--- config.mk ---
export PLATFORM = sky130hd
export DESIGN_NAME = spfc_ctrl
export DESIGN_NICKNAME = d
export VERILOG_FILES = /design/src/spfc_pkg.sv /design/src/spfc_ctrl.sv
export SDC_FILE = /design/constraint.sdc
export NUM_CORES = 1
export LEC_CHECK = 0
export BUFFER_PORTS_ARGS = -buffer_cell sky130_fd_sc_hd__buf_4
export CORE_ASPECT_RATIO = 0.5
export CORE_MARGIN = 2
export CORE_UTILIZATION = 44
export DETAILED_ROUTE_END_ITERATION = 7
export PLACE_DENSITY = 0.78
export REMOVE_ABC_BUFFERS = 1
export SLEW_MARGIN = 20
export SYNTH_ARGS = -nofsm -noshare
export SYNTH_HDL_FRONTEND = slang
export SYNTH_SLANG_ARGS = --single-unit
--- constraint.sdc ---
create_clock -name clk_sys -period 2.6 [get_ports clk_sys]
set_input_delay 0.52 -clock clk_sys [delete_from_list [all_inputs] [get_ports clk_sys]]
set_output_delay 0.52 -clock clk_sys [all_outputs]
set_load 0.02 [all_outputs]
--- src/spfc_pkg.sv ---
/*
 self-programming flash control package: register layout, lock byte layout,
 control patterns and timing constants.
 assumes a core that writes the control register over a simple write strobe.
*/
// Functional notes
// - page erase/write to readable section sets busy bit 6; section refused.
// - busy clears on re-enable after completion or when buffer load starts.
// - signature select plus enable: load within three cycles returns signature.
// - store within four cycles after signature arm has no effect.
// - re-enable plus store within four cycles re-enables; not while busy.
// - re-enable written during buffer load aborts load and discards data.
// - lock set plus store within four cycles programs lock bits from R0.
// - lock set select clears on completion or four-cycle timeout.
// - load within three cycles after lock arm returns lock or fuse by Z0.
// - page write plus store writes buffer to page at upper Z; auto-clears.
// - page erase plus store erases page at upper Z; auto-clears.
// - erase or write to halting section stalls the core throughout.
// - enable alone: store puts R1:R0 into buffer word at Z, Z0 ignored.
// - enable arms four cycles, clears after store, held during erase/write.
// - writes with other than five permitted low patterns update bit 7 only.
// - lock bits only go from one to zero except by chip erase.
// - without boot section, buffer and page stores need self-programming fuse programmed.
// - memory lock modes restrict external programming and verification.
// - application lock pair modes restrict store writes and boot reads.
// - boot lock pair modes restrict store writes and application reads.
// - lock byte: boot locks at 5..2, memory locks at 1..0, reset ones.
// - ready interrupt requested while enabled, global on and enable clear.
package spfc_pkg;
   localparam logic [7:0] SPFC_CSR_RESET   = 8'h00;
   localparam int         SPFC_BIT_IE      = 7;
   localparam int         SPFC_BIT_BUSY    = 6;
   localparam int         SPFC_BIT_SIG     = 5;
   localparam int         SPFC_BIT_REEN    = 4;
   localparam int         SPFC_BIT_LOCK    = 3;
   localparam int         SPFC_BIT_PGWR    = 2;
   localparam int         SPFC_BIT_PGER    = 1;
   localparam int         SPFC_BIT_EN      = 0;
   localparam logic [4:0] SPFC_PAT_REEN    = 5'h11;
   localparam logic [4:0] SPFC_PAT_LOCK    = 5'h09;
   localparam logic [4:0] SPFC_PAT_PGWR    = 5'h05;
   localparam logic [4:0] SPFC_PAT_PGER    = 5'h03;
   localparam logic [4:0] SPFC_PAT_FILL    = 5'h01;
   localparam logic [5:0] SPFC_PAT_SIG     = 6'h21; // sig uses bit 5
   localparam logic [7:0] SPFC_LOCK_RESET  = 8'hff;
   localparam int         SPFC_STORE_WIN   = 4;
   localparam int         SPFC_LOAD_WIN    = 3;
   localparam logic [2:0] SPFC_STORE_WIN_C = 3'h4;
   localparam logic [2:0] SPFC_LOAD_WIN_C  = 3'h3;
   typedef enum logic [1:0] {SPFC_IDLE, SPFC_ARMED, SPFC_BUSY} spfc_state_t;
endpackage : spfc_pkg

--- src/spfc_ctrl.sv ---
/*
 self-programming flash control: control/status register, arming window,
 dispatch of store/load instructions to flash array, buffer and lock bits.
 assumes the core presents one-cycle instruction strobes and the flash array
 answers with a done pulse; chip erase arrives as a pulse from programming.
*/
`timescale 1ns/1ps
`default_nettype none
module spfc_ctrl #(
   parameter int PAGE_BITS = 7,
   parameter int WORD_BITS = 6,
   parameter bit HAS_BOOT  = 1'b1
) (
   input  wire logic                 clk_sys,
   input  wire logic                 rst_n,
   input  wire logic                 csr_we,
   input  wire logic [7:0]           csr_wdata,
   output logic      [7:0]           csr_rdata,
   input  wire logic                 store_program_instr,
   input  wire logic                 load_program_instr,
   input  wire logic [15:0]          z_ptr,
   input  wire logic [7:0]           r0_data,
   input  wire logic [7:0]           r1_data,
   input  wire logic                 exec_in_boot,
   input  wire logic                 vectors_in_boot,
   input  wire logic                 global_irq_en,
   input  wire logic                 self_prog_fuse,
   input  wire logic [PAGE_BITS-1:0] rww_limit_page,
   input  wire logic [PAGE_BITS-1:0] boot_start_page,
   input  wire logic [7:0]           fuse_low,
   input  wire logic [7:0]           fuse_high,
   input  wire logic [7:0]           sig_byte,
   input  wire logic                 chip_erase,
   input  wire logic                 flash_done,
   output logic                      load_valid,
   output logic      [7:0]           load_data,
   output logic                      buf_we,
   output logic      [WORD_BITS-1:0] buf_addr,
   output logic      [15:0]          buf_wdata,
   output logic                      buf_clear,
   output logic                      flash_erase,
   output logic                      flash_write,
   output logic      [PAGE_BITS-1:0] flash_page,
   output logic                      core_stall,
   output logic                      rww_access_ok,
   output logic                      store_ready_irq,
   output logic                      irq_block,
   output logic                      ext_prog_block,
   output logic                      ext_verify_block,
   output logic                      fuse_locked,
   output logic                      boot_lock_locked,
   output logic      [7:0]           lock_bits
);
   spfc_pkg::spfc_state_t state_reg, state_next;
   logic [7:0]           csr_reg;
   logic [2:0]           win_reg;
   logic                 halt_reg;
   logic                 fill_reg;
   logic [7:0]           lock_reg;
   logic [7:0]           ld_reg;
   logic                 ldv_reg;
   logic [15:0]          bw_reg;
   logic [WORD_BITS-1:0] ba_reg;
   logic                 bwe_reg;
   logic                 er_reg, wr_reg;
   logic [PAGE_BITS-1:0] pg_reg;

   // pattern decode of a control write
   wire [4:0] wr_low   = csr_wdata[4:0];
   wire       pat_ok   = (wr_low == spfc_pkg::SPFC_PAT_REEN) ||
                         (wr_low == spfc_pkg::SPFC_PAT_LOCK) ||
                         (wr_low == spfc_pkg::SPFC_PAT_PGWR) ||
                         (wr_low == spfc_pkg::SPFC_PAT_PGER) ||
                         (wr_low == spfc_pkg::SPFC_PAT_FILL);
   wire       sig_arm  = csr_wdata[spfc_pkg::SPFC_BIT_SIG] &&
                         wr_low == spfc_pkg::SPFC_PAT_FILL;
   wire       busy_op  = state_reg == spfc_pkg::SPFC_BUSY;
   wire       arm_wr   = csr_we && (pat_ok || sig_arm) && !busy_op;
   wire       armed    = state_reg == spfc_pkg::SPFC_ARMED;
   wire       in_store = armed && (win_reg < spfc_pkg::SPFC_STORE_WIN_C);
   wire       in_load  = armed && (win_reg < spfc_pkg::SPFC_LOAD_WIN_C);
   wire       timeout  = armed && (win_reg == spfc_pkg::SPFC_STORE_WIN_C);

   // section decode and lock-mode restrictions
   wire [PAGE_BITS-1:0] z_page = z_ptr[WORD_BITS+PAGE_BITS:WORD_BITS+1];
   wire tgt_boot  = HAS_BOOT && (z_page >= boot_start_page);
   wire tgt_rww   = z_page < rww_limit_page;
   wire [1:0] app_lk  = lock_reg[3:2];
   wire [1:0] boot_lk = lock_reg[5:4];
   wire app_wr_blk  = HAS_BOOT && !app_lk[0];
   wire boot_wr_blk = HAS_BOOT && !boot_lk[0];
   wire app_rd_blk  = HAS_BOOT && !app_lk[1] && exec_in_boot;
   wire boot_rd_blk = HAS_BOOT && !boot_lk[1] && !exec_in_boot;
   wire fuse_ok     = HAS_BOOT || !self_prog_fuse;
   wire wr_allowed  = fuse_ok &&
                      !(tgt_boot ? boot_wr_blk : app_wr_blk);
   wire store_go    = store_program_instr && in_store;
   wire [4:0] c_low = csr_reg[4:0];
   wire sig_mode    = csr_reg[spfc_pkg::SPFC_BIT_SIG];
   wire do_fill = store_go && !sig_mode &&
                  c_low == spfc_pkg::SPFC_PAT_FILL && fuse_ok;
   wire do_page = store_go && !sig_mode && wr_allowed &&
                  (c_low == spfc_pkg::SPFC_PAT_PGWR ||
                   c_low == spfc_pkg::SPFC_PAT_PGER);
   wire do_lock = store_go && c_low == spfc_pkg::SPFC_PAT_LOCK;
   wire do_reen = store_go && c_low == spfc_pkg::SPFC_PAT_REEN;
   wire sig_nop = store_go && sig_mode;
   wire reen_abort = csr_we &&
                     csr_wdata[spfc_pkg::SPFC_BIT_REEN] && fill_reg;

   // sequencer next state
   always_comb begin
      state_next = state_reg;
      unique case (state_reg)
         spfc_pkg::SPFC_IDLE:  if (arm_wr) begin
            state_next = spfc_pkg::SPFC_ARMED;
         end
         spfc_pkg::SPFC_ARMED: if (do_page) begin
            state_next = spfc_pkg::SPFC_BUSY;
         end else if ((store_go || timeout) && !arm_wr) begin
            state_next = spfc_pkg::SPFC_IDLE;
         end
         spfc_pkg::SPFC_BUSY:  if (flash_done) begin
            state_next = spfc_pkg::SPFC_IDLE;
         end
         default: state_next = spfc_pkg::SPFC_IDLE;
      endcase
   end

   // state, window counter and control bits
   always_ff @(posedge clk_sys) begin
      if (!rst_n) begin
         state_reg <= spfc_pkg::SPFC_IDLE;
         win_reg   <= 3'h0;
         csr_reg   <= spfc_pkg::SPFC_CSR_RESET;
         halt_reg  <= 1'b0;
      end else begin
         state_reg <= state_next;
         win_reg   <= arm_wr ? 3'h0 : (armed ? win_reg + 3'h1 : 3'h0);
         if (csr_we) begin
            csr_reg[spfc_pkg::SPFC_BIT_IE] <= csr_wdata[spfc_pkg::SPFC_BIT_IE];
         end
         if (arm_wr) begin
            csr_reg[5:0] <= csr_wdata[5:0];
         end else if (state_next == spfc_pkg::SPFC_IDLE && !arm_wr &&
                      state_reg != spfc_pkg::SPFC_IDLE) begin
            csr_reg[5:0] <= 6'h00;
         end
         if (do_page && tgt_rww) begin
            csr_reg[spfc_pkg::SPFC_BIT_BUSY] <= 1'b1;
         end else if (do_reen || do_fill) begin
            csr_reg[spfc_pkg::SPFC_BIT_BUSY] <= 1'b0;
         end
         if (do_page) begin
            halt_reg <= !tgt_rww;
         end else if (flash_done) begin
            halt_reg <= 1'b0;
         end
      end
   end

   // buffer fill tracking, lock bits and flash strobes
   always_ff @(posedge clk_sys) begin
      if (!rst_n) begin
         fill_reg <= 1'b0;
         lock_reg <= spfc_pkg::SPFC_LOCK_RESET;
         bwe_reg  <= 1'b0;
         ba_reg   <= '0;
         bw_reg   <= 16'h0000;
         er_reg   <= 1'b0;
         wr_reg   <= 1'b0;
         pg_reg   <= '0;
         ldv_reg  <= 1'b0;
         ld_reg   <= 8'h00;
      end else begin
         fill_reg <= reen_abort || do_page ? 1'b0 : (do_fill | fill_reg);
         if (chip_erase) begin
            lock_reg <= spfc_pkg::SPFC_LOCK_RESET;
         end else if (do_lock) begin
            lock_reg <= lock_reg & {2'b11, r0_data[5:0]};
         end
         bwe_reg <= do_fill;
         if (do_fill) begin
            ba_reg <= z_ptr[WORD_BITS:1];
            bw_reg <= {r1_data, r0_data};
         end
         er_reg <= do_page && c_low == spfc_pkg::SPFC_PAT_PGER;
         wr_reg <= do_page && c_low == spfc_pkg::SPFC_PAT_PGWR;
         if (do_page) begin
            pg_reg <= z_page;
         end
         ldv_reg <= load_program_instr;
         if (load_program_instr) begin
            if (in_load && sig_mode) begin
               ld_reg <= sig_byte;
            end else if (in_load && c_low == spfc_pkg::SPFC_PAT_LOCK) begin
               ld_reg <= z_ptr[0] ? fuse_high : lock_reg;
            end else if ((tgt_boot && boot_rd_blk) ||
                         (!tgt_boot && app_rd_blk)) begin
               ld_reg <= 8'hff;
            end else begin
               ld_reg <= fuse_low;
            end
         end
      end
   end

   // outputs
   assign csr_rdata = {csr_reg[7:6], csr_reg[5:1],
                       csr_reg[0] | busy_op};
   assign load_valid       = ldv_reg;
   assign load_data        = ld_reg;
   assign buf_we           = bwe_reg;
   assign buf_addr         = ba_reg;
   assign buf_wdata        = bw_reg;
   assign buf_clear        = reen_abort;
   assign flash_erase      = er_reg;
   assign flash_write      = wr_reg;
   assign flash_page       = pg_reg;
   assign core_stall       = halt_reg;
   assign rww_access_ok    = !csr_reg[spfc_pkg::SPFC_BIT_BUSY];
   assign store_ready_irq  = csr_reg[7] && global_irq_en &&
                             !csr_rdata[0];
   assign irq_block = HAS_BOOT && (exec_in_boot ?
                      (!vectors_in_boot && !boot_lk[1]) :
                      (vectors_in_boot && !app_lk[1]));
   assign ext_prog_block   = !lock_reg[0];
   assign fuse_locked      = !lock_reg[0];
   assign ext_verify_block = !lock_reg[0] && !lock_reg[1];
   assign boot_lock_locked = !lock_reg[0] && !lock_reg[1];
   assign lock_bits        = lock_reg;

   // store commands are honoured only inside the four-cycle window
   AST_STORE_WIN: assert property (@(posedge clk_sys) disable iff (!rst_n)
      (flash_erase || flash_write) |-> $past(in_store))
      else $error("page operation started outside window");
   AST_TIMEOUT: assert property (@(posedge clk_sys) disable iff (!rst_n)
      timeout && !store_program_instr |=>
      csr_reg[4:0] == 5'h00 || $past(arm_wr))
      else $error("selects not cleared on timeout");
   AST_BUSY_SET: assert property (@(posedge clk_sys) disable iff (!rst_n)
      do_page && tgt_rww |=> !rww_access_ok)
      else $error("busy not set on readable page operation");
   AST_STALL: assert property (@(posedge clk_sys) disable iff (!rst_n)
      core_stall && !flash_done |=> core_stall)
      else $error("stall dropped before completion");
   AST_EN_HOLD: assert property (@(posedge clk_sys) disable iff (!rst_n)
      busy_op |-> csr_reg[spfc_pkg::SPFC_BIT_EN])
      else $error("enable low during page operation");
   AST_LOCK_MONO: assert property (@(posedge clk_sys) disable iff (!rst_n)
      !$past(chip_erase) |-> (lock_reg & ~$past(lock_reg)) == 8'h00)
      else $error("lock bit returned to one");
   AST_SIG_NOP: assert property (@(posedge clk_sys) disable iff (!rst_n)
      sig_nop |=> !flash_erase && !flash_write && !buf_we)
      else $error("store acted during signature arm");
   AST_BAD_PAT: assert property (@(posedge clk_sys) disable iff (!rst_n)
      csr_we && !pat_ok && !sig_arm && !armed && !busy_op |=>
      state_reg == spfc_pkg::SPFC_IDLE)
      else $error("illegal pattern armed");
endmodule : spfc_ctrl
`default_nettype wire

# After elaboration in Yosys (flattened, before gate mapping)
# Index checks and enable logic that the tools add are counted.
# op_classes
mux,17
order_cmp,4
n_addsub,1
eq_ne,13
reduce_logical,67
bitwise_logic,5
# ops
operator,count
$logic_and 1x1->1,32
$mux 8,4
$logic_not 1->1,16
$mux 6,2
$eq 5x1->1 const B,2
$eq 5x2->1 const B,2
$eq 5x3->1 const B,2
$eq 5x4->1 const B,2
$eq 5x5->1 const B,2
$logic_or 1x1->1,10
$and 8x8->8,1
$mux 2,4
$reduce_bool 2->1,4
$ge 7x7->1,1
$lt 7x7->1,1
$mux 1,6
$pmux 2 s3,1
$logic_not 2->1,2
$reduce_or 2->1,2
$add 3x1->3 const B,1
$eq 3x3->1 const B,1
$lt 3x2->1 const B,1
$lt 3x3->1 const B,1
$reduce_or 3->1,1
4 further kinds,6
# word_totals
out_inout_bits,66
wordCells,123
in_bits,89
register_bits,64

# Depth between registers and ports, before layout
# Gate-level depths: netlist of run 1.
# logic_depth
ltp_word,18
depth_mapped,9
mapped_depth_nobuf,8

# Least setup slack after synthesis of run 1
# Ideal clock, no wire load.
# synth_path
path_type,input -> register
startpoint,input port boot_start_page[4]
endpoint,register pg_reg[0] (netlist: flash_page[0])
required_time_ns,2.472
setup_slack_ns,0.270
path_buffers,1
stages,9
arrival_ns,2.203
setup_ns,0.128
cell_sequence,inv_1 > ha_1 > a21o_1 > a221o_1 > a31oi_2 > mux2_4 > buf_6 > mux2i_1 > nor2_1
# synth_between
elab_chain_cells,5
# synth_rtl
element,line_no,source
"start, declared",spfc_ctrl.sv:29,"input wire logic [PAGE_BITS-1:0] boot_start_page,"
$ge 7x7->1,spfc_ctrl.sv:86,wire tgt_boot = HAS_BOOT && (z_page >= boot_start_page);
$mux 1,spfc_ctrl.sv:96,!(tgt_boot ? boot_wr_blk : app_wr_blk);
$logic_not 1->1,spfc_ctrl.sv:96,
$logic_and 1x1->1 (2 in a row),spfc_ctrl.sv:102,wire do_page = store_go && !sig_mode && wr_allowed &&
"end signal, assigned",spfc_ctrl.sv:190,pg_reg <= z_page;
"end, declared",spfc_ctrl.sv:66,logic [PAGE_BITS-1:0] pg_reg;
# No other way between the ends.
# A chain may end at the register's enable or synchronous reset.

# Worst setup path after layout of run 1
# layout_path
startpoint,input port z_ptr[11]
endpoint,register pg_reg[5] (netlist: flash_page[5])
# layout_between
elab_chain_cells,5
# layout_rtl
element,line_no,source
"start, declared",spfc_ctrl.sv:21,"input wire logic [15:0] z_ptr,"
$ge 7x7->1,spfc_ctrl.sv:86,
$mux 1,spfc_ctrl.sv:96,
$logic_not 1->1,spfc_ctrl.sv:96,
$logic_and 1x1->1 (2 in a row),spfc_ctrl.sv:102,
# No other way between the ends.

==> results.tsv, run 1 <==
stage	metric	value	unit
status	status	complete, no violations	
clock_network	H-tree Lvls	3	
timing	worst rel slew slack	0.6082	
global_route	initial antenna violation count	0	
synthesis	top-count cell post-synth	dfxtp_1	
synthesis	post-synthesis cell count	337	
route	number of remaining DRC errors	0	
critical_path	CP Max Fanout	8	
route	Initial DRT Pass Iterations	4	
synthesis	synth top area cells	dfxtp_1, mux2i_1, ha_1	
clock_network	post-CTS repair timing setup buffer count	0	
global_route	total gr overflow	0	
floorplanning	Initial Utilization	0.4543	
floorplanning	site row count	21	
global_route	total track usage	0.2188	
synthesis	ys async rst share	0	
synthesis	most frequent cells after synthesis	dfxtp_1, nor2_1, mux2i_1, o21ai_0, nand2_1	
flow_run	Max-cap violations	0	
clock_network	worst skew pair latency	0.33	ns
clock_network	clk sinks	62	
pwr	Sw Pwr	555.5	uW
pwr	clock network power share	0.502	
synthesis	Mapped Avg Cell Area	8.996	um2
placed_design	post-detail-place hpwl	6057	um
global_route	number of global-route vias before repair	2675	
timing	Setup-failing EPs final	0	
global_route	largest net degree at the start of global routing	35	
floorplanning	Die Wd	121.4	um
synthesis	leading area contributor after synthesis	dfxtp_1	
pwr	static leakage	2.363	nW
floorplanning	Die H	62.70	um
synthesis	sequential share of the synthesized area	0.4094	
route	WL per Instance	14.12	um
timing	Tcrit/Tclk final	0.8836	
route	vias per cell	4.939	
route	drt total wl	8134	um
critical_path	Critical Path RT	2.80	ns
clock_network	Root Driver	clkbuf_16	
cells_and_area	Largest register FFs	16	
placed_design	IO buf count	148	
cells_and_area	Filler cells	576	
synthesis	Main synth FF type	dfxtp_1	
pwr	Seq pwr share	0.390	
cells_and_area	Final Core Density	0.6742	
route	via count	2845	
critical_path	CP Launch Type	input pin	
timing	final hold viol count	0	
route	First DRT Iteration DRCs	90	
cells_and_area	Storage cell area	1241	um2
timing	Fmax achieved	0.4353	GHz
global_route	global-route wire length before repair	13050	um
route	Detail Route Antenna Nets	0	
clock_network	CTS tree	done	
pwr	Comb pwr share	0.108	
cells_and_area	Syn-to-layout area delta	48.41	%
cells_and_area	# diodes	0	
critical_path	Crit. End Element	register	
cells_and_area	nets	583	
synthesis	#FFs+latches synth	62	
pwr	P_int	1.952	mW
floorplanning	# IOs	155	
synthesis	Yosys cell types	44	
cells_and_area	Multi-input gate area	1584	um2
timing	Slew @ Worst Pin	0.5868	ns
clock_network	Num CTS Buffers	9	
timing	min Tclk post-route	2.297	ns
pwr	Worst VDD drop	294.2	uV
clock_network	Clock Pin Slew Worst Setup and Hold Paths	0.05	ns
worst_hold_path	Worst Hold Class	input pin to register	
floorplanning	core area	6674	um2
synthesis	YS warnings	0	
critical_path	arrival time worst endpoint	2.50	ns
synthesis	top-area cell type share of the netlist area	0.4094	
timing	WHS	0.4218	ns
synthesis	Syn Std Cell Area	3032	um2
timing	RSZ-0062 raised after global routing	no	
pwr	P per Cell Area	557.3	nW/um2
placed_design	GP Congestion	0.8101	
timing	Final Max Tran Viols	0	
clock_network	clock buffer depth	2	
critical_path	WS Path Type	input pin to register	
pwr	Net Sw Frac	0.2215	
synthesis	EDFF count, synth	0	
cells_and_area	layout cells sized above 1	0.3636	
floorplanning	die area	7611	um2
timing	clock skew	0.005073	ns
-- cell usage in the layout, fill, tap and decap left out, types with 2 or more instances in the layout --
| cell type | instances |
|---|---|
| o211ai_1 | 4 |
| bufinv_16 | 2 |
| inv_1 | 19 |
| ha_1 | 15 |
| and3b_1 | 2 |
| a211oi_1 | 6 |
| nand3_1 | 6 |
| nor2_1 | 44 |
| nand2_1 | 21 |
| a21oi_1 | 12 |
| and3_1 | 7 |
| nor2b_1 | 4 |
| nand3b_1 | 5 |
| and2_1 | 5 |
| clkinv_2 | 2 |
| nand2b_1 | 7 |
| a21o_1 | 2 |
| dfxtp_1 | 62 |
| a41o_1 | 5 |
| buf_4 | 153 |
| o21ai_0 | 24 |
| a31oi_1 | 6 |
| clkbuf_16 | 9 |
| conb_1 | 2 |
| mux2i_1 | 38 |
-- cells by family (layout without fill, tap and decap cells) --
| group | after synthesis | in the layout | synth area share |
|---|---|---|---|
| and+or+nand+nor | 106 | 106 | 0.1738 |
| other | 1 | 2 | 0.001237 |
| xor gates and xnor gates | 2 | 2 | 0.005779 |
| adders and majority gates | 15 | 15 | 0.06191 |
| muxes | 39 | 39 | 0.1304 |
| DFF | 62 | 62 | 0.4094 |
| buffers and inverters | 44 | 190 | 0.07181 |
| AOI/OAI and AO/OA | 68 | 68 | 0.1457 |
-- per-stage QoR --
stage          cells  TNS [ns]  setup WS (ns)  instance area (um2)  power (mW)
2_1_floorplan    314         0         0.2422                 2893       1.102
3_3_place_gp     560   -0.6580        -0.1417                 4177       1.263
3_5_place_dp     560    -1.073        -0.1760                 4177       1.267
4_1_cts          576         0        0.08608                 4492       2.519
5_1_grt          576         0         0.2429                 4499       2.606
6_report         576         0         0.3027                 4499       2.508
-- area by class of cell --
| type | instances | area share |
|---|---|---|
| inverters | 20 | 0.01669 |
| clock inverters | 6 | 0.01919 |
| multi-input cells | 232 | 0.3521 |
| clock buffers | 10 | 0.05089 |
| repair buffers | 154 | 0.2597 |
| well taps | 92 | 0.02558 |
| flip-flops and latches | 62 | 0.2759 |
-- layer usage --
layer / global-route usage / vias up / wire [um]
li1: - / 1449 / -
met1: 0.2690 / 1306 / 3643
met2: 0.3476 / 77 / 3845
met3: 0.09763 / 13 / 522
met4: 0.06322 / 0 / 123
met5: 0 / - / 0
-- power by group through the flow --
| stage | clock [mW] | combinational, mW | sequential [mW] |
|---|---|---|---|
| global placement | 0 | 0.266 | 0.996 |
| global route | 1.33 | 0.297 | 0.978 |
| CTS | 1.27 | 0.273 | 0.977 |
| detailed placement | 0 | 0.270 | 0.997 |
| floorplan | 0 | 0.0912 | 1.01 |
| finish | 1.26 | 0.272 | 0.977 |
-- worst max-delay path, stage by stage --
cell     delay (ns)
buf_4          0.13
ha_1           0.29
a21o_1         0.18
a221o_1        0.34
a31oi_2        0.28
mux2_4         0.40
buf_12         0.16
mux2i_1        0.14
nor2_1         0.05
-- worst paths after layout --
kind	from	to	slack, ns	depth (start not counted)
worst max-delay path	z_ptr[11]	flash_page[5]	0.30	9
worst min-delay path	r1_data[3]	buf_wdata[11]	0.42	3
worst max register to register	win_reg[2]	flash_page[5]	0.61	7
worst min register to register	win_reg[0]	win_reg[0]	0.48	1
-- repair_timing --
item | in CTS | in global routing
hold buffers | 0 | 0
setup endpoints to repair | 0 | 5
resized for setup | 0 | 1
(Power assumes the default switching activity.)
==> run 2: changes to the inputs <==
PLACE_DENSITY = 0.85   (was 0.78)
==> run 2 against run 1 <==
Against the previous run:
- via count increased by 1.8%
- highest routed layer unchanged
- critical path depth shrank 1
- combinational power grew 1%
- total power is 7.9% lower
==> results.tsv, run 2 (synthesis gave the netlist of run 1 again) <==
stage	metric	value	unit	change
timing	final hold viol count	0		unchanged
timing	WHS	0.4194	ns	-0.002335 ns
route	vias per cell	5.003		+1.3%
critical_path	Crit. Startpoint	z_ptr[11]		
route	drt total wl	7995	um	-1.7%
global_route	initial antenna violation count	0		unchanged
floorplanning	# IOs	155		unchanged
timing	Final Max Tran Viols	0		unchanged
critical_path	reg2reg end	flash_page[3]		
clock_network	Root Driver	clkbuf_16		
route	via count	2897		+1.8%
cells_and_area	Final Core Density	0.6721		-0.002063
global_route	global-route wire length before repair	12860	um	-1.4%
critical_path	Critical Path RT	2.82	ns	+0.02 ns
critical_path	Reg2Reg Depth	7		unchanged
cells_and_area	Largest register FFs	16		unchanged
placed_design	GP Congestion	0.8137		+0.44%
critical_path	crit path to	csr_reg[0]		
critical_path	RR Startpoint	win_reg[2]		
timing	Fmax achieved	0.4357	GHz	about the same
flow_run	Max-cap violations	0		unchanged
clock_network	Num CTS Buffers	9		unchanged
floorplanning	Die H	62.70	um	unchanged
timing	worst rel slew slack	0.5953		-0.01284
route	Initial DRT Pass Iterations	4		unchanged
pwr	P per Cell Area	514.8	nW/um2	-7.6%
critical_path	arrival time worst endpoint	2.51	ns	about the same
clock_network	Clock Pin Slew Worst Setup and Hold Paths	0.06	ns	about the same
timing	Tcrit/Tclk final	0.8828		about the same
placed_design	IO buf count	148		unchanged
critical_path	Crit. End Element	register		
cells_and_area	Final Cell Area	4486	um2	-0.31%
cells_and_area	Syn-to-layout area delta	47.96	%	
critical_path	CP Max Fanout	7		-1
floorplanning	die area	7611	um2	unchanged
clock_network	post-CTS repair timing setup buffer count	0		unchanged
cells_and_area	most common cell after layout, fill and taps aside	buf_4		
route	Detail Route Antenna Nets	0		unchanged
clock_network	CTS tree	done		
placed_design	post-detail-place hpwl	6137	um	+1.3%
timing	RSZ-0062 raised after global routing	no		
global_route	total track usage	0.2140		-0.004769
critical_path	CP Launch Type	input pin		
clock_network	worst skew pair latency	0.33	ns	about the same
cells_and_area	commonest cells after routing, fill and taps aside	buf_4, dfxtp_1, nor2_1		
floorplanning	site row count	21		unchanged
pwr	static leakage	2.366	nW	+0.11%
cells_and_area	layout cells sized above 1	0.3696		+0.005973
route	WL per Instance	13.81	um	-2.2%
placed_design	DP Area	4212	um2	+0.84%
route	number of remaining DRC errors	0		unchanged
critical_path	R2R Setup Slk	0.65	ns	+0.04 ns
worst_hold_path	Worst Hold Class	input pin to register		
timing	clock skew	0.008886	ns	+0.003813 ns
global_route	number of global-route vias before repair	2740		+2.4%
route	First DRT Iteration DRCs	129		+43%
pwr	Worst VDD drop	280.9	uV	-4.5%
floorplanning	Die Wd	121.4	um	unchanged
floorplanning	core area	6674	um2	unchanged
timing	Slew @ Worst Pin	0.6060	ns	+0.01922 ns
timing	min Tclk post-route	2.295	ns	-0.002016 ns
clock_network	H-tree Lvls	3		unchanged
floorplanning	Initial Utilization	0.4543		unchanged
cells_and_area	# diodes	0		unchanged
clock_network	clock buffer depth	2		unchanged
global_route	total gr overflow	0		unchanged
clock_network	clk sinks	62		unchanged
critical_path	WS Path Type	input pin to register		
timing	Setup-failing EPs final	0		unchanged
status	status	complete, no violations		
clock_network	hold buffer count at cts	0		unchanged
clock_network	post-CTS sizing	0		unchanged
global_route	largest net degree at the start of global routing	35		unchanged
cells_and_area	nets	586		+0.51%
## run 2: layout make-up
class,count,area [um2]
fillers,517,2188
multi-input cells,232,1584
flip-flops and latches,62,1241
repair buffers,157,1204
clock buffers,9,225.2
well taps,92,115.1
inverters,20,75.07
clock inverters,7,41.29
## run 2: where the power goes
part / leakage, nW / total [mW] / switching (mW) / internal (mW)
clock network: 0.135 / 1.06 / 0.420 / 0.636
logic: 1.73 / 0.276 / 0.124 / 0.153
registers: 0.502 / 0.976 / 0.0105 / 0.966
total: 2.37 / 2.31 / 0.555 / 1.75
## run 2: critical path, cell delays in order
cell and delay [ns]:
buf_4 0.13, ha_1 0.29, a21o_1 0.19, a221o_1 0.35, a31oi_2 0.26, mux2_4 0.30
o211ai_2 0.19, a31o_2 0.28
## run 2: per-stage QoR
step	instances	total power [mW]	setup TNS, ns	setup slack, ns
6_report	579	2.309	0	0.3047
4_1_cts	579	2.325	0	0.07510
5_1_grt	579	2.407	0	0.2111
2_1_floorplan	314	1.102	0	0.2422
3_5_place_dp	563	1.272	-1.637	-0.2707
3_3_place_gp	563	1.266	-1.043	-0.2106
## run 2: how the worst min path moves through the flow
stage | start | to | slack [ns] | depth (start not counted)
finish | r0_data[7] | buf_wdata[7] | 0.42 | 3
global route | r1_data[3] | buf_wdata[11] | 0.43 | 3
CTS | r0_data[7] | buf_wdata[7] | 0.42 | 3
detailed placement | win_reg[0] | win_reg[0] | 0.46 | 1
global placement | win_reg[0] | win_reg[0] | 0.44 | 1
floorplan | win_reg[0] | win_reg[0] | 0.43 | 1
## run 2: layer usage
metal  wire [um]  part of all wire  track usage
met5           0                 0            0
met4         202             0.025      0.08908
met3         479             0.060      0.05839
met2        3773              0.47       0.3483
met1        3539              0.44       0.2685
==> run 3: changes to the inputs <==
CORE_UTILIZATION = 40   (was 44)
PLACE_DENSITY = 0.79   (was 0.85)
SLEW_MARGIN = default   (was 20)
==> run 3 against run 2 <==
Against the previous run:
- die area increased by 9.5%
- routed wire length increased by 3.1%
- clock power grew 27%
- via count is 1.3% lower
- sequential power about the same
- sequential cell count stayed put
- sequential share of layout area decreased by 0.18 points
- critical endpoint unchanged
- combinational power about the same
- final cell count up 0.17%
==> results.tsv, run 3 (synthesis gave the netlist of run 1 again) <==
stage	metric	value	unit	change
critical_path	reg2reg end	load_data[3]		
floorplanning	site row count	22		+4.8%
timing	Setup-failing EPs final	0		unchanged
timing	min Tclk post-route	2.473	ns	+0.1777 ns
placed_design	post-detail-place hpwl	6275	um	+2.3%
timing	Tcrit/Tclk final	0.9511		+0.06834
floorplanning	Die H	65.56	um	+4.6%
cells_and_area	layout cells sized above 1	0.3636		-0.005973
critical_path	Critical Path RT	2.82	ns	about the same
floorplanning	Die Wd	127.1	um	+4.7%
floorplanning	die area	8334	um2	+9.5%
pwr	clock network power share	0.520		+0.063
status	status	complete, no violations		
timing	Final Max Tran Viols	0		unchanged
critical_path	WS Path Type	input pin to register		
global_route	number of global-route vias before repair	2641		-3.6%
global_route	total gr overflow	0		unchanged
clock_network	clock buffer depth	2		unchanged
floorplanning	Initial Utilization	0.4125		-0.04176
pwr	Net Sw Frac	0.2127		-0.02754
critical_path	arrival time worst endpoint	2.69	ns	+0.18 ns
timing	Slew @ Worst Pin	0.6137	ns	+0.007717 ns
cells_and_area	most common cell after layout, fill and taps aside	buf_4		
pwr	P per Cell Area	577.4	nW/um2	+12%
pwr	Seq pwr share	0.375		-0.048
timing	clock skew	0.005859	ns	-0.003028 ns
route	First DRT Iteration DRCs	143		+11%
cells_and_area	# diodes	0		unchanged
global_route	initial antenna violation count	0		unchanged
route	Detail Route Antenna Nets	0		unchanged
floorplanning	core area	7350	um2	+10%
cells_and_area	Largest register FFs	16		unchanged
pwr	Comb pwr share	0.106		-0.014
timing	final hold viol count	0		unchanged
placed_design	DP Area	4169	um2	-1.0%
critical_path	Reg2Reg Depth	6		-1
clock_network	Clock Pin Slew Worst Setup and Hold Paths	0.05	ns	about the same
critical_path	CP Max Fanout	13		+6
route	Initial DRT Pass Iterations	4		unchanged
pwr	Sw Pwr	554.3	uW	about the same
timing	RSZ-0062 raised after global routing	no		
cells_and_area	Final Core Density	0.6142		-0.05787
cells_and_area	Syn-to-layout area delta	48.91	%	
pwr	static leakage	2.372	nW	+0.27%
clock_network	hold buffer count at cts	0		unchanged
clock_network	Root Driver	clkbuf_16		
route	vias per cell	4.928		-1.5%
worst_hold_path	Worst Hold Class	input pin to register		
global_route	largest net degree at the start of global routing	35		unchanged
placed_design	GP Congestion	0.7590		-6.7%
worst_hold_path	Hold Path Origin	r0_data[6]		
timing	worst rel slew slack	0.5902		-0.005153
global_route	total track usage	0.1988		-0.01528
critical_path	CP Launch Type	input pin		
timing	Fmax achieved	0.4044	GHz	-7.2%
clock_network	H-tree Lvls	3		unchanged
flow_run	Max-cap violations	0		unchanged
critical_path	RR Startpoint	csr_reg[1]		
cells_and_area	Filler cells	616		+19%
route	number of remaining DRC errors	0		unchanged
cells_and_area	Final Cell Area	4514	um2	+0.64%
clock_network	Num CTS Buffers	9		unchanged
critical_path	R2R Setup Slk	0.58	ns	-0.07 ns
critical_path	crit path to	csr_reg[0]		
floorplanning	# IOs	155		unchanged
clock_network	worst skew pair latency	0.33	ns	about the same
critical_path	Crit. Startpoint	z_ptr[11]		
critical_path	Crit. End Element	register		
pwr	Worst VDD drop	368.8	uV	+31%
route	via count	2858		-1.3%
pwr	Pwr Total	2.606	mW	+13%
pwr	P_int	2.052	mW	+17%
cells_and_area	nets	583		-0.51%
route	WL per Instance	14.21	um	+2.9%
clock_network	CTS tree	done		
cells_and_area	commonest cells after routing, fill and taps aside	buf_4, dfxtp_1, nor2_1		
placed_design	IO buf count	148		unchanged
clock_network	clk sinks	62		unchanged
global_route	global-route wire length before repair	12780	um	-0.65%
route	drt total wl	8242	um	+3.1%
run 3: timing repair:
| action | 4_1_cts | 5_1_grt |
|---|---|---|
| hold endpoints to repair | 0 | 0 |
| resized for setup | 0 | 1 |
| setup endpoints to repair | 0 | 4 |
| setup buffers | 0 | 0 |
run 3: how the worst min path moves through the flow:
stage	end	slack, ns	depth (start not counted)
2_1_floorplan	win_reg[0]	0.43	1
3_3_place_gp	win_reg[0]	0.44	1
3_5_place_dp	win_reg[0]	0.46	1
4_1_cts	buf_wdata[6]	0.41	3
5_1_grt	buf_wdata[9]	0.41	3
6_report	buf_wdata[6]	0.42	3
run 3: area by class of cell:
class                           instances  area, um2  share of cell area
Clock buffer                           10      229.0             0.05072
Clock inverter                          6      108.9             0.02411
Inverter                               20      75.07             0.01663
Multi-Input combinational cell        232       1584              0.3509
Sequential cell                        62       1241              0.2749
Tap cell                               96      120.1             0.02661
Timing Repair Buffer                  154       1156              0.2561
run 3: power by group through the flow:
stage | sequential, mW | clock, mW | combinational [mW]
3_3_place_gp | 0.996 | 0 | 0.268
5_1_grt | 0.977 | 1.44 | 0.300
6_report | 0.976 | 1.35 | 0.275
2_1_floorplan | 1.01 | 0 | 0.0912
4_1_cts | 0.976 | 1.38 | 0.275
3_5_place_dp | 0.996 | 0 | 0.273
run 3: per-stage QoR:
step                setup TNS, ns  hold slack (ns)  std cells  worst slack (ns)
finish                          0           0.4229        580            0.1271
global route                    0           0.4138        580           0.07759
CTS                             0           0.4117        580            0.1156
detailed placement         -2.036           0.4583        564           -0.2367
global placement          -0.9808           0.4414        564           -0.1411
floorplan                       0           0.4295        314            0.2422
run 3: worst max-delay path, stage by stage:
cell and delay [ns]:
buf_4 0.11, ha_1 0.29, a21o_1 0.19, a221o_1 0.35
a31oi_2 0.35, mux2_4 0.37, o211ai_2 0.20, a31o_2 0.28
run 3: per-layer routing:
metal / global-route usage / part of all wire / up-vias
met1: 0.2420 / 0.45 / 1328
met3: 0.06026 / 0.051 / 10
li1: - / - / 1452
met4: 0.07418 / 0.012 / 0
met2: 0.3360 / 0.49 / 68
met5: 0 / 0 / -
